## config.mk

```make
export PLATFORM = sky130hd
export DESIGN_NAME = cpm_top
export DESIGN_NICKNAME = d
export VERILOG_FILES = /design/src/include/cpm_pkg.sv /design/src/include/cpm_div_if.sv /design/src/cpm_divider.sv /design/src/cpm_top.sv
export SDC_FILE = /design/constraint.sdc
export NUM_CORES = 1
export LEC_CHECK = 0
export BUFFER_PORTS_ARGS = -buffer_cell sky130_fd_sc_hd__buf_4
export CAP_MARGIN = 20
export CELL_PAD_IN_SITES_DETAIL_PLACEMENT = 1
export CELL_PAD_IN_SITES_GLOBAL_PLACEMENT = 1
export CORE_MARGIN = 4
export CORE_UTILIZATION = 46
export CTS_BUF_LIST = sky130_fd_sc_hd__clkbuf_8
export CTS_CLUSTER_SIZE = 28
export DETAILED_ROUTE_END_ITERATION = 8
export PLACE_DENSITY = 0.87
export SETUP_SLACK_MARGIN = 0.5
export SLEW_MARGIN = 5
export SYNTH_ARGS = -nofsm -noshare
export SYNTH_HDL_FRONTEND = slang
export SYNTH_SLANG_ARGS = --single-unit
```

## constraint.sdc

```tcl
create_clock -name I_CLK -period 7.63 [get_ports I_CLK]
set_input_delay 0 -clock I_CLK [delete_from_list [all_inputs] [get_ports I_CLK]]
set_output_delay 0 -clock I_CLK [all_outputs]
set_load 0.1 [all_outputs]
```

## src/include/cpm_pkg.sv

```systemverilog
/*
 * Constants and types shared by the clock and power-mode controller.
 * Assumes a single 25 MHz system clock that samples all oscillator levels.
 */
package cpm_pkg;

   // ------------------------------------------------------------
   // Timing
   // ------------------------------------------------------------
   localparam int unsigned CLK_HZ = 25_000_000;
   localparam int unsigned WAKE_US = 35;
   // Longest time rounds down: 875 cycles at 25 MHz
   localparam int unsigned WAKE_CYC = (WAKE_US * (CLK_HZ / 1_000_000));

   // ------------------------------------------------------------
   // Clock sources
   // ------------------------------------------------------------
   localparam int unsigned NUM_SRC = 4;
   localparam logic [1:0] SRC_MAIN = 2'h0;
   localparam logic [1:0] SRC_LF = 2'h1;
   localparam logic [1:0] SRC_WATCH = 2'h2;
   localparam logic [1:0] SRC_EXT = 2'h3;
   localparam logic [1:0] SRC_RESET = SRC_MAIN;

   // ------------------------------------------------------------
   // Main oscillator trim: 24 MHz + 4 MHz per step, up to 48 MHz
   // ------------------------------------------------------------
   localparam int unsigned MAIN_BASE_MHZ = 24;
   localparam int unsigned MAIN_STEP_MHZ = 4;
   localparam logic [2:0] TRIM_RESET = 3'h0;
   localparam logic [2:0] TRIM_MAX = 3'h6;

   // ------------------------------------------------------------
   // Peripheral dividers
   // ------------------------------------------------------------
   localparam int unsigned NUM_DIV = 8;
   localparam int unsigned NUM_FRAC = 2;
   localparam int unsigned DIV_W = 16;
   localparam int unsigned FRAC_W = 5;
   localparam int unsigned NUM_IRQ = 8;

   // ------------------------------------------------------------
   // Power modes
   // ------------------------------------------------------------
   typedef enum logic [1:0] {
      CPM_ACTIVE = 2'h0,
      CPM_SLEEP = 2'h1,
      CPM_DEEP = 2'h3,
      CPM_HFWAKE = 2'h2
   } cpm_mode_t;

endpackage

```

## src/include/cpm_div_if.sv

```systemverilog
/*
 * Link between the mode controller and one peripheral divider.
 * Assumes both ends share the system clock.
 */
`timescale 1ns/1ps
interface cpm_div_if;
   import cpm_pkg::*;
   logic root_rise;
   logic run;
   logic en;
   logic [DIV_W-1:0] div_val;
   logic [FRAC_W-1:0] frac;
   logic tick;
   modport ctl(output root_rise, run, en, div_val, frac, input tick);
   modport div(input root_rise, run, en, div_val, frac, output tick);
endinterface

```

## src/cpm_divider.sv

```systemverilog
/*
 * One 16-bit peripheral clock divider, integer or fractional.
 * Assumes root_rise is a one-cycle pulse per root clock rising edge.
 */
`timescale 1ns/1ps
module cpm_divider
   import cpm_pkg::*;
#(
   parameter bit FRAC = 1'b0
) (
   input wire logic i_clk,
   input wire logic i_rstn,
   cpm_div_if.div d
);

   logic [DIV_W-1:0] cnt_ff;
   logic [DIV_W-1:0] nxt_cnt;
   logic [FRAC_W-1:0] acc_ff;
   logic [FRAC_W-1:0] nxt_acc;
   logic extra_ff;
   logic nxt_extra;
   logic tick_ff;
   logic nxt_tick;
   logic [FRAC_W:0] sum;
   logic term;

   // ------------------------------------------------------------
   // Counting: period is div_val+1 root edges, plus one on carry
   // ------------------------------------------------------------
   always_comb begin
      sum = {1'b0, acc_ff} + {1'b0, (FRAC ? d.frac : {FRAC_W{1'b0}})};
      term = ({1'b0, cnt_ff} ==
              ({1'b0, d.div_val} + {{DIV_W{1'b0}}, extra_ff}));
      nxt_cnt = cnt_ff;
      nxt_acc = acc_ff;
      nxt_extra = extra_ff;
      nxt_tick = 1'b0;
      if (!d.run || !d.en) begin
         nxt_cnt = '0;
         nxt_acc = '0;
         nxt_extra = 1'b0;
      end else if (d.root_rise) begin
         if (term) begin
            nxt_cnt = '0;
            nxt_tick = 1'b1;
            nxt_acc = sum[FRAC_W-1:0];
            nxt_extra = sum[FRAC_W];
         end else begin
            nxt_cnt = cnt_ff + 16'h0001;
         end
      end
   end

   always_ff @(posedge i_clk) begin
      if (!i_rstn) begin
         cnt_ff <= '0;
         acc_ff <= '0;
         extra_ff <= 1'b0;
         tick_ff <= 1'b0;
      end else begin
         cnt_ff <= nxt_cnt;
         acc_ff <= nxt_acc;
         extra_ff <= nxt_extra;
         tick_ff <= nxt_tick;
      end
   end

   assign d.tick = tick_ff;

   // ------------------------------------------------------------
   // Checks
   // ------------------------------------------------------------
   a_tick_from_edge: assert property (@(posedge i_clk)
      disable iff (!i_rstn) d.tick |-> $past(d.root_rise) && $past(d.run))
      else $error("divider ticked without a root edge");
   a_idle_no_tick: assert property (@(posedge i_clk)
      disable iff (!i_rstn) (!d.run || !d.en) |=> !d.tick)
      else $error("stopped divider produced a tick");

endmodule

```

## src/cpm_top.sv

```systemverilog
/*
 * Clock source selection, power-mode clock gating and eight peripheral
 * dividers. Assumes all oscillator and request inputs are levels sampled
 * on I_CLK, which runs faster than any selected source.
 */
`timescale 1ns/1ps
module cpm_top
   import cpm_pkg::*;
(
   input wire logic I_CLK,
   input wire logic I_RSTN,
   input wire logic I_MAIN_OSC,
   input wire logic I_LF_OSC,
   input wire logic I_WATCH_OSC,
   input wire logic I_EXT_CLK,
   input wire logic [1:0] I_SRC_SEL,
   input wire logic [2:0] I_TRIM_SEL,
   input wire logic I_SLEEP_REQ,
   input wire logic I_DEEP_REQ,
   input wire logic [NUM_IRQ-1:0] I_IRQ,
   input wire logic [NUM_IRQ-1:0] I_IRQ_EN,
   input wire logic [NUM_DIV-1:0] I_DIV_EN,
   input wire logic [NUM_DIV*DIV_W-1:0] I_DIV_VAL,
   input wire logic [NUM_FRAC*FRAC_W-1:0] I_DIV_FRAC,
   output logic O_ROOT_CLK,
   output logic O_CPU_CLK_EN,
   output logic O_FLASH_CLK_EN,
   output logic O_SRAM_CLK_EN,
   output logic O_PERI_CLK_EN,
   output logic O_HF_EN,
   output logic O_LF_CLK,
   output logic O_WDT_CLK,
   output logic [2:0] O_TRIM,
   output logic [1:0] O_MODE,
   output logic O_WAKE,
   output logic [1:0] O_CUR_SRC,
   output logic O_SWITCHING,
   output logic [NUM_DIV-1:0] O_DIV_TICK
);

   localparam int A_WAKE_LIM = WAKE_CYC + 1;

   // Picks one synchronised source level
   function automatic logic src_pick(input logic [NUM_SRC-1:0] lv,
                                     input logic [1:0] sel);
      src_pick = lv[sel];
   endfunction

   // ------------------------------------------------------------
   // Synchronisers
   // ------------------------------------------------------------
   logic [5:0] sync1_ff;
   logic [5:0] sync2_ff;
   logic [5:0] nxt_sync1;
   logic [NUM_SRC-1:0] src_lv;
   logic [1:0] sel_req;

   // First stage feeds only the second stage
   always_comb begin
      nxt_sync1 = {I_SRC_SEL, I_EXT_CLK, I_WATCH_OSC, I_LF_OSC, I_MAIN_OSC};
   end

   always_ff @(posedge I_CLK) begin
      if (!I_RSTN) begin
         sync1_ff <= 6'h00;
         sync2_ff <= 6'h00;
      end else begin
         sync1_ff <= nxt_sync1;
         sync2_ff <= sync1_ff;
      end
   end

   assign src_lv = sync2_ff[3:0];
   assign sel_req = sync2_ff[5:4];

   // ------------------------------------------------------------
   // Power mode sequencer
   // ------------------------------------------------------------
   cpm_mode_t mode_ff;
   cpm_mode_t nxt_mode;
   logic [9:0] wcnt_ff;
   logic [9:0] nxt_wcnt;
   logic cpu_en_ff;
   logic peri_en_ff;
   logic hf_en_ff;
   logic wake_ff;
   logic nxt_cpu_en;
   logic nxt_peri_en;
   logic nxt_hf_en;
   logic nxt_wake;
   logic wake_evt;

   // Interrupt unit is plain logic, so it keeps working with CPU off
   assign wake_evt = |(I_IRQ & I_IRQ_EN);

   always_comb begin
      nxt_mode = mode_ff;
      nxt_wcnt = 10'h000;
      nxt_wake = 1'b0;
      unique case (mode_ff)
         CPM_ACTIVE: begin
            if (I_DEEP_REQ) begin
               nxt_mode = CPM_DEEP;
            end else if (I_SLEEP_REQ) begin
               nxt_mode = CPM_SLEEP;
            end
         end
         CPM_SLEEP: begin
            if (wake_evt) begin
               nxt_mode = CPM_ACTIVE;
               nxt_wake = 1'b1;
            end
         end
         CPM_DEEP: begin
            if (wake_evt) begin
               nxt_mode = CPM_HFWAKE;
               nxt_wake = 1'b1;
            end
         end
         CPM_HFWAKE: begin
            // Give up waiting at the deadline rather than miss it
            nxt_wcnt = wcnt_ff + 10'h001;
            if (src_lv[SRC_MAIN] ||
                ({22'h00_0000, wcnt_ff} == WAKE_CYC - 2)) begin
               nxt_mode = CPM_ACTIVE;
            end
         end
      endcase
      nxt_cpu_en = (nxt_mode == CPM_ACTIVE);
      nxt_peri_en = (nxt_mode == CPM_ACTIVE) || (nxt_mode == CPM_SLEEP);
      nxt_hf_en = (nxt_mode != CPM_DEEP);
   end

   always_ff @(posedge I_CLK) begin
      if (!I_RSTN) begin
         mode_ff <= CPM_ACTIVE;
         wcnt_ff <= 10'h000;
         cpu_en_ff <= 1'b1;
         peri_en_ff <= 1'b1;
         hf_en_ff <= 1'b1;
         wake_ff <= 1'b0;
      end else begin
         mode_ff <= nxt_mode;
         wcnt_ff <= nxt_wcnt;
         cpu_en_ff <= nxt_cpu_en;
         peri_en_ff <= nxt_peri_en;
         hf_en_ff <= nxt_hf_en;
         wake_ff <= nxt_wake;
      end
   end

   // ------------------------------------------------------------
   // Glitch-free root clock selection
   // ------------------------------------------------------------
   logic [1:0] cur_ff;
   logic [1:0] nxt_cur;
   logic busy_ff;
   logic nxt_busy;
   logic gate_ff;
   logic nxt_gate;
   logic root_ff;
   logic nxt_root;
   logic root_d_ff;
   logic [2:0] trim_ff;
   logic [2:0] nxt_trim;
   logic cur_lv;
   logic hf_off;

   assign cur_lv = src_pick(src_lv, cur_ff);
   assign hf_off = !hf_en_ff && (cur_ff == SRC_MAIN);

   // Output is only frozen or released while the level is low, so a
   // changeover just stretches a low phase. Costs up to two periods.
   always_comb begin
      nxt_cur = cur_ff;
      nxt_busy = busy_ff;
      nxt_gate = cur_lv ? gate_ff : hf_off;
      if (!busy_ff) begin
         if ((sel_req != cur_ff) && !cur_lv && !root_ff) begin
            nxt_busy = 1'b1;
         end
      end else if (!src_pick(src_lv, sel_req)) begin
         nxt_cur = sel_req;
         nxt_busy = 1'b0;
      end
      nxt_root = (busy_ff || gate_ff) ? 1'b0 : cur_lv;
      nxt_trim = (I_TRIM_SEL > TRIM_MAX) ? TRIM_MAX : I_TRIM_SEL;
   end

   always_ff @(posedge I_CLK) begin
      if (!I_RSTN) begin
         cur_ff <= SRC_RESET;
         busy_ff <= 1'b0;
         gate_ff <= 1'b0;
         root_ff <= 1'b0;
         root_d_ff <= 1'b0;
         trim_ff <= TRIM_RESET;
      end else begin
         cur_ff <= nxt_cur;
         busy_ff <= nxt_busy;
         gate_ff <= nxt_gate;
         root_ff <= nxt_root;
         root_d_ff <= root_ff;
         trim_ff <= nxt_trim;
      end
   end

   // ------------------------------------------------------------
   // Peripheral dividers
   // ------------------------------------------------------------
   cpm_div_if div_if[NUM_DIV]();

   for (genvar g = 0; g < NUM_DIV; g++) begin : g_div
      assign div_if[g].root_rise = root_ff && !root_d_ff;
      assign div_if[g].run = peri_en_ff;
      assign div_if[g].en = I_DIV_EN[g];
      assign div_if[g].div_val = I_DIV_VAL[g*DIV_W +: DIV_W];
      if (g < NUM_FRAC) begin : g_frac
         assign div_if[g].frac = I_DIV_FRAC[g*FRAC_W +: FRAC_W];
      end else begin : g_int
         assign div_if[g].frac = '0;
      end
      assign O_DIV_TICK[g] = div_if[g].tick;
      cpm_divider #(.FRAC(g < NUM_FRAC)) u_div (
         .i_clk(I_CLK),
         .i_rstn(I_RSTN),
         .d(div_if[g])
      );
   end

   // ------------------------------------------------------------
   // Outputs
   // ------------------------------------------------------------
   assign O_ROOT_CLK = root_ff;
   assign O_CPU_CLK_EN = cpu_en_ff;
   assign O_FLASH_CLK_EN = cpu_en_ff;
   assign O_SRAM_CLK_EN = cpu_en_ff;
   assign O_PERI_CLK_EN = peri_en_ff;
   assign O_HF_EN = hf_en_ff;
   assign O_LF_CLK = sync2_ff[SRC_LF];
   assign O_WDT_CLK = sync2_ff[SRC_LF];
   assign O_TRIM = trim_ff;
   assign O_MODE = mode_ff;
   assign O_WAKE = wake_ff;
   assign O_CUR_SRC = cur_ff;
   assign O_SWITCHING = busy_ff;

   // ------------------------------------------------------------
   // Checks
   // ------------------------------------------------------------
   a_busy_holds_low: assert property (@(posedge I_CLK)
      disable iff (!I_RSTN) busy_ff |=> !root_ff)
      else $error("root clock moved during changeover");
   a_src_change_low: assert property (@(posedge I_CLK)
      disable iff (!I_RSTN) $changed(cur_ff) |-> !root_ff && $past(busy_ff))
      else $error("source changed outside a held low phase");
   a_active_all_on: assert property (@(posedge I_CLK)
      disable iff (!I_RSTN)
      mode_ff == CPM_ACTIVE |-> cpu_en_ff && peri_en_ff && hf_en_ff)
      else $error("active mode with a gated clock");
   a_sleep_wake_now: assert property (@(posedge I_CLK)
      disable iff (!I_RSTN)
      (mode_ff == CPM_SLEEP) && wake_evt |=> cpu_en_ff && wake_ff)
      else $error("sleep wake did not ungate the CPU at once");
   a_sleep_gates_cpu: assert property (@(posedge I_CLK)
      disable iff (!I_RSTN) mode_ff == CPM_SLEEP |-> !cpu_en_ff && peri_en_ff)
      else $error("sleep gating wrong");
   a_deep_wake_time: assert property (@(posedge I_CLK)
      disable iff (!I_RSTN)
      (mode_ff == CPM_DEEP) && wake_evt |-> ##[1:A_WAKE_LIM] cpu_en_ff)
      else $error("deep sleep wake too slow");
   a_deep_wic_sees: assert property (@(posedge I_CLK)
      disable iff (!I_RSTN)
      (mode_ff == CPM_DEEP) && wake_evt |=> mode_ff == CPM_HFWAKE && hf_en_ff)
      else $error("enabled interrupt missed in deep sleep");
   a_trim_range: assert property (@(posedge I_CLK)
      disable iff (!I_RSTN) trim_ff <= TRIM_MAX)
      else $error("main oscillator trim out of range");
   a_hf_first: assert property (@(posedge I_CLK)
      disable iff (!I_RSTN) $rose(cpu_en_ff) |-> hf_en_ff && $past(hf_en_ff))
      else $error("CPU ungated before high speed clock");
   a_entry_on_req: assert property (@(posedge I_CLK)
      disable iff (!I_RSTN) (mode_ff == CPM_ACTIVE) && !I_SLEEP_REQ
      && !I_DEEP_REQ |=> mode_ff == CPM_ACTIVE)
      else $error("low power entered without request");

endmodule

```

==> impl_metrics.csv, run 1 <==
group,metric,value,unit
status,run_status,"completed",
yosys,syn-instance-count,1192,
cts,cts.clk_slew.worst_paths,0.11,ns
cells_and_area,nFillCells,2524,
yosys,yosysMostFrequentCell,"xnor2_1",
die,die_area,24400,um2
yosys,synth-edff-count,0,
setup_path,critPathBufInv,0,
cts,cts_resized,0,
route,dr_total_vias,9347,
yosys,ys.flop_type,"dfxtp_1",
timing,fin_skew,0.0190,ns
die,chipHeight,156,um
cts,cts_root_buffer,"clkbuf_8",
cells_and_area,finalInstanceArea,12500,um2
yosys,netlist_area,10100,um2
die,rows,53,
yosys,ys_top_cells_by_area,"dfxtp_1 (37%), xnor2_1 (16%), xor2_1 (6.8%)",
timing,fin_tns_setup,0,ns
timing,rsz0062_at_grt,"no",
setup_path,start_kind,"flop",
yosys,avgSynthCellArea,8.48,um2
power_and_ir_drop,cellLeakagePower,4.51,nW
setup_path,arrival,3.94,ns
global_route,grt_overflow,0,
place,gp_congestion,0.859,
power_and_ir_drop,powerDensity,157,nW/um2
cells_and_area,synthToLayoutAreaGrowth,23.8,%
yosys,ys_top_cells_by_count,"xnor2_1 (187), dfxtp_1 (185), nor2_1 (154), nand2_1 (97), xor2_1 (79)",
cts,clockBufferDepth,2,
yosys,yosysWarnings,0,
timing,fmax,276,MHz
global_route,grt_usage,25.7,%
timing,finalCritPeriodShare,47.5,%
setup_path,crit_path_max_fanout,15,
setup_path,crit_family,"simple AND/OR/NAND/NOR gates",
place,numPortBuffers,199,
yosys,synth_seq_cells,185,
power_and_ir_drop,peakVddDrop,0.101,mV
global_route,grt_max_degree,33,
cells_and_area,n_antenna_cell,0,
place,hpwl,22.1,mm
place,dpl_cell_area,11700,um2
yosys,yosysTopAreaCell,"dfxtp_1",
die,coreArea,21300,um2
job,maxCapViolations,0,
cts,htree_levels,4,
place,dp_cells,1618,
setup_path,crit_chain,"ha_1 -> ha_1 -> nand4_1 -> nor4_1 -> xnor2_1 -> nor4_1 -> nand4_1 -> nor3_2 -> a211oi_1",
timing,final_max_slew_viol_count,0,
timing,hold_viol,0,
cts,cts_sinks,185,
route,wl_per_cell,18.7,um
die,dieWidth,156,um
cts,cts_tree,"done",
yosys,synth_top_area_share,36.6,%
yosys,syn_nets,1393,
die,ios,200,
route,drt_iter0_drc,393,
cells_and_area,instances_no_fill,1688,
setup_path,criticalPathCategory,"reg2reg",
setup_path,crit_slowest_cell,"nor3_2",
cts,clkLatencyLatePin,0.48,ns
route,vias_per_cell,5.54,
setup_path,slowest_delay,0.90,ns
yosys,async_flop_share,0,%
setup_path,cp-end-kind,"flop",
setup_path,worst_ep_required_time,7.94,ns
cells_and_area,layout.nets,1601,
min_path,hold_class,"in2reg",
cts,cts_buffers,17,
global_route,grt_pass1_wl,50.8,mm
route,finalWirelength,31.5,mm
global_route,antenna_found_initial,0,
route,ant_nets,0,
global_route,first_global_vias,10172,
timing,setup_violations,0,
cells_and_area,drive_above_1_share,17.1,%
route,drc,0,
yosys,synth_cell_types,61,
route,dr.pass1.iters,4,
timing,finalCriticalPeriod,3.62,ns
timing,tightest_slew,0.999,ns
setup_path,r2r_slack,4.01,ns
timing,max_slew_margin,33.1,%
yosys,yosysSeqAreaShare,36.6,%
die,initial_utilization,47.5,%
[report_power, final]
group          internal (W)  switching, W
Combinational      0.000122      0.000153
Sequential         0.000974    0.00000901
Clock              0.000326      0.000382
Total               0.00142      0.000544
[cell families (layout without fill, tap and decap cells)]
kind of cell | Yosys count | after routing | synth area share (%)
fa+ha+maj | 26 | 26 | 3.37
simple gates | 517 | 517 | 25.3
xor+xnor | 266 | 266 | 23.0
compound gates | 115 | 115 | 7.46
buf+inv | 76 | 297 | 3.40
flops | 185 | 185 | 36.6
mux | 7 | 7 | 0.829
[through the flow]
step	power [W]	setup slack [ns]	hold WS, ns	util [%]
after floorplan	0.00114	4.94	0.0870	-
final	0.00197	4.01	0.0391	58.8
after CTS	0.00197	4.08	0.00334	58.8
after global placement	0.00125	4.32	0.179	55.1
after global routing	0.00204	3.64	0.0456	58.8
after detailed placement	0.00126	4.16	0.185	55.1
[layout make-up]
class / count / area (um2) / area share [%]
flip-flops and latches: 185 / 3700 / 29.6
inverters: 25 / 93.8 / 0.750
clock buffers: 17 / 234 / 1.87
well taps: 275 / 344 / 2.75
repair buffers: 240 / 1900 / 15.2
multi-input cells: 931 / 6070 / 48.5
clock inverters: 15 / 175 / 1.40
[state kept, by name, indices dropped and copies added (netlist names), 2 cells and up]
signal                count
g_div.u_div.extra_ff      2
g_div.u_div.cnt_ff      128
g_div.u_div.acc_ff       10
sync1_ff                  6
O_MODE                    2
g_div.u_div.d.tick        8
O_TRIM                    3
wcnt_ff                  10
sync2_ff                  6
O_CUR_SRC                 2
[layer usage]
layer	GRT usage, %	vias to the layer above	share of wire, %
met5	0	-	0
met4	9.92	0	3.1
met3	4.67	73	4.2
met2	46.3	226	52
met1	30.2	4552	41
li1	-	4496	-
[worst paths after layout]
kind,to,startpoint,cells after the start
hold reg to reg,sync2_ff[0],sync1_ff[0],1
setup / recovery,g_div[0].u_div.acc_ff[1],g_div[0].u_div.extra_ff,9
setup reg to reg,g_div[0].u_div.acc_ff[1],g_div[0].u_div.extra_ff,9
hold / removal,g_div[1].u_div.acc_ff[2],I_DIV_FRAC[7],5
[tightest hold or removal path: stages]
cell     delay [ns]
buf_4          0.08
ha_1           0.17
xnor2_1        0.07
nand4_1        0.08
a21oi_1        0.07
[cell usage in the layout, fill, tap and decap left out, types with 38 or more instances in the layout]
cell type,instances
xor2_1,79
xnor2_1,187
a21oi_1,38
dfxtp_1,185
nand3_1,69
nand4_1,58
nor2_1,154
dlygate4sd3_1,38
buf_4,202
nand2_1,97
[repair_timing]
item | CTS | global route
buffers inserted | 0 | 0
hold endpoints to repair | 37 | 0
hold buffers | 38 | 0
No activity file was read; power rests on OpenSTA's default activity.
==> run 2: changes to the inputs <==
--- a/config.mk
+++ b/config.mk
@@ -10,11 +10,11 @@
 export CELL_PAD_IN_SITES_DETAIL_PLACEMENT = 1
 export CELL_PAD_IN_SITES_GLOBAL_PLACEMENT = 1
 export CORE_MARGIN = 4
-export CORE_UTILIZATION = 46
+export CORE_UTILIZATION = 43
 export CTS_BUF_LIST = sky130_fd_sc_hd__clkbuf_8
 export CTS_CLUSTER_SIZE = 28
 export DETAILED_ROUTE_END_ITERATION = 8
-export PLACE_DENSITY = 0.87
+export PLACE_DENSITY = 0.82
 export SETUP_SLACK_MARGIN = 0.5
 export SLEW_MARGIN = 5
 export SYNTH_ARGS = -nofsm -noshare
==> constraint.sdc (replaced) <==
create_clock -name I_CLK -period 3.8 [get_ports I_CLK]
set_input_delay 0 -clock I_CLK [delete_from_list [all_inputs] [get_ports I_CLK]]
set_output_delay 0 -clock I_CLK [all_outputs]
set_load 0.1 [all_outputs]
==> impl_metrics.csv, run 2 (synthesized netlist as in run 1, its figures left out) <==
group,metric,value,unit
setup_path,criticalPathCategory,"reg2reg",
min_path,hold_class,"in2reg",
job,maxCapViolations,0,
min_path,hold_depth,5,
die,dieWidth,161,um
power_and_ir_drop,cellLeakagePower,4.53,nW
cells_and_area,finalInstanceArea,12600,um2
cts,cts_root_buffer,"clkbuf_8",
timing,fin_skew,0.0200,ns
cells_and_area,final_common_cell,"buf_4",
global_route,grt_pass1_wl,49.0,mm
timing,tightest_slew,0.877,ns
cells_and_area,layout_common_cells,"buf_4 (206), xnor2_1 (187), dfxtp_1 (185)",
setup_path,cp-end-kind,"flop",
global_route,grt_overflow,0,
route,wl_per_cell,17.2,um
cts,cts_resized,0,
route,drt_iter0_drc,380,
timing,finalCritPeriodShare,76.8,%
route,dr.pass1.iters,4,
global_route,first_global_vias,9969,
cells_and_area,drive_above_1_share,17.5,%
power_and_ir_drop,powerDensity,307,nW/um2
timing,rsz0062_at_grt,"no",
setup_path,crit_chain,"ha_1 -> and4_1 -> nand4_4 -> or4_4 -> a2111o_1 -> nor3_4 -> buf_4 -> a211oi_1",
status,run_status,"completed",
timing,finalCriticalPeriod,2.92,ns
global_route,antenna_found_initial,0,
route,dr_total_vias,9255,
cts,cts_sinks,185,
route,drc,0,
setup_path,crit_slowest_cell,"or4_4",
timing,fin_tns_setup,0,ns
timing,setup_violations,0,
cells_and_area,largestRegisters,"g_div.u_div.cnt_ff x128, g_div.u_div.acc_ff x10, wcnt_ff x10",
place,numPortBuffers,199,
cts,cts_tree,"done",
die,chipHeight,161,um
cells_and_area,synthToLayoutAreaGrowth,24.7,%
place,gp_congestion,0.869,
power_and_ir_drop,peakVddDrop,0.236,mV
die,coreArea,22900,um2
cells_and_area,instances_no_fill,1731,
setup_path,start_kind,"flop",
power_and_ir_drop,finalPower,0.00387,W
setup_path,worst_ep_required_time,4.10,ns
timing,fmax,343,MHz
cts,clkLatencyLatePin,0.46,ns
cts,cts.clk_slew.worst_paths,0.12,ns
route,finalWirelength,29.7,mm
die,die_area,26000,um2
global_route,grt_max_degree,61,
cells_and_area,n_antenna_cell,0,
timing,max_slew_margin,41.4,%
global_route,grt_usage,22.7,%
cells_and_area,largest_reg_flops,128,
timing,hold_viol,0,
cts,htree_levels,4,
cells_and_area,layout.nets,1606,
place,hpwl,21.5,mm
die,ios,200,
setup_path,arrival,3.22,ns
place,dp_cells,1658,
die,initial_utilization,44.1,%
setup_path,ff2ff_path_depth,8,
timing,final_max_slew_viol_count,0,
cells_and_area,largest-register,"g_div.u_div.cnt_ff",
die,rows,55,
setup_path,crit_path_max_fanout,9,
route,ant_nets,0,
cts,cts_buffers,17,
setup_path,slowest_delay,0.56,ns
place,dpl_cell_area,11800,um2
cts,clockBufferDepth,2,
route,vias_per_cell,5.35,
## run 2: cell count changes in the layout (fill, tap and decap cells not counted)
cell,previous run,this run
clkinvlp_4,3,1
buf_4,202,206
clkinv_8,0,1
inv_8,1,5
buf_12,0,1
clkinv_4,1,3
inv_6,3,2
bufinv_16,3,1
inv_1,28,26
## run 2: layout make-up
| type | count | area, um2 |
|---|---|---|
| Clock buffer | 17 | 234 |
| Clock inverter | 15 | 163 |
| Fill cell | 2774 | 10300 |
| Inverter | 25 | 93.8 |
| Multi-Input combinational cell | 931 | 6070 |
| Sequential cell | 185 | 3700 |
| Tap cell | 313 | 392 |
| Timing Repair Buffer | 245 | 1950 |
## run 2: final timing paths
path	startpoint	endpoint	slack, ns
worst max-delay path	g_div[1].u_div.extra_ff	g_div[1].u_div.extra_ff	0.88
worst min-delay path	I_DIV_FRAC[9]	g_div[1].u_div.acc_ff[4]	0.04
worst max register to register	g_div[1].u_div.extra_ff	g_div[1].u_div.extra_ff	0.88
worst min register to register	sync1_ff[1]	sync2_ff[1]	0.45
## run 2: worst max-delay path: cells and delay by family (launching register included)
family / cells / cell delay [ns]
compound gates: 2 / 0.64
flops: 1 / 0.36
buf+inv: 1 / 0.19
fa+ha+maj: 1 / 0.22
simple gates: 4 / 1.35
## run 2: per-layer routing
layer	part of all wire, %	vias up	wire length [um]	track usage [%]
met5	0	-	0	0
met4	1.8	0	529	5.62
met3	4.9	42	1470	5.23
met2	51	205	15100	40.7
met1	42	4477	12600	27.3
li1	-	4531	-	-
## run 2: per-stage QoR
step                worst slack, ns  hold WS [ns]  util (%)
finish                        0.883        0.0426      55.0
global route                  0.719        0.0136      55.0
CTS                           0.519       0.00812      54.9
detailed placement            0.534         0.182      51.5
global placement              0.691         0.179      51.5
floorplan                      1.11        0.0870         -
## run 2: report_power, final
group	total (W)	leakage [nW]	internal, W	switching [W]
Combinational	0.000546	2.83	0.000245	0.000301
Clock	0.00135	0.204	0.000550	0.000801
Sequential	0.00197	1.49	0.00196	0.0000166
Total	0.00387	4.53	0.00275	0.00112
## run 2: what timing repair did
action	4_1_cts	5_1_grt
hold endpoints to repair	36	0
setup buffers	0	3
hold buffers	38	0
setup endpoints to repair	0	35
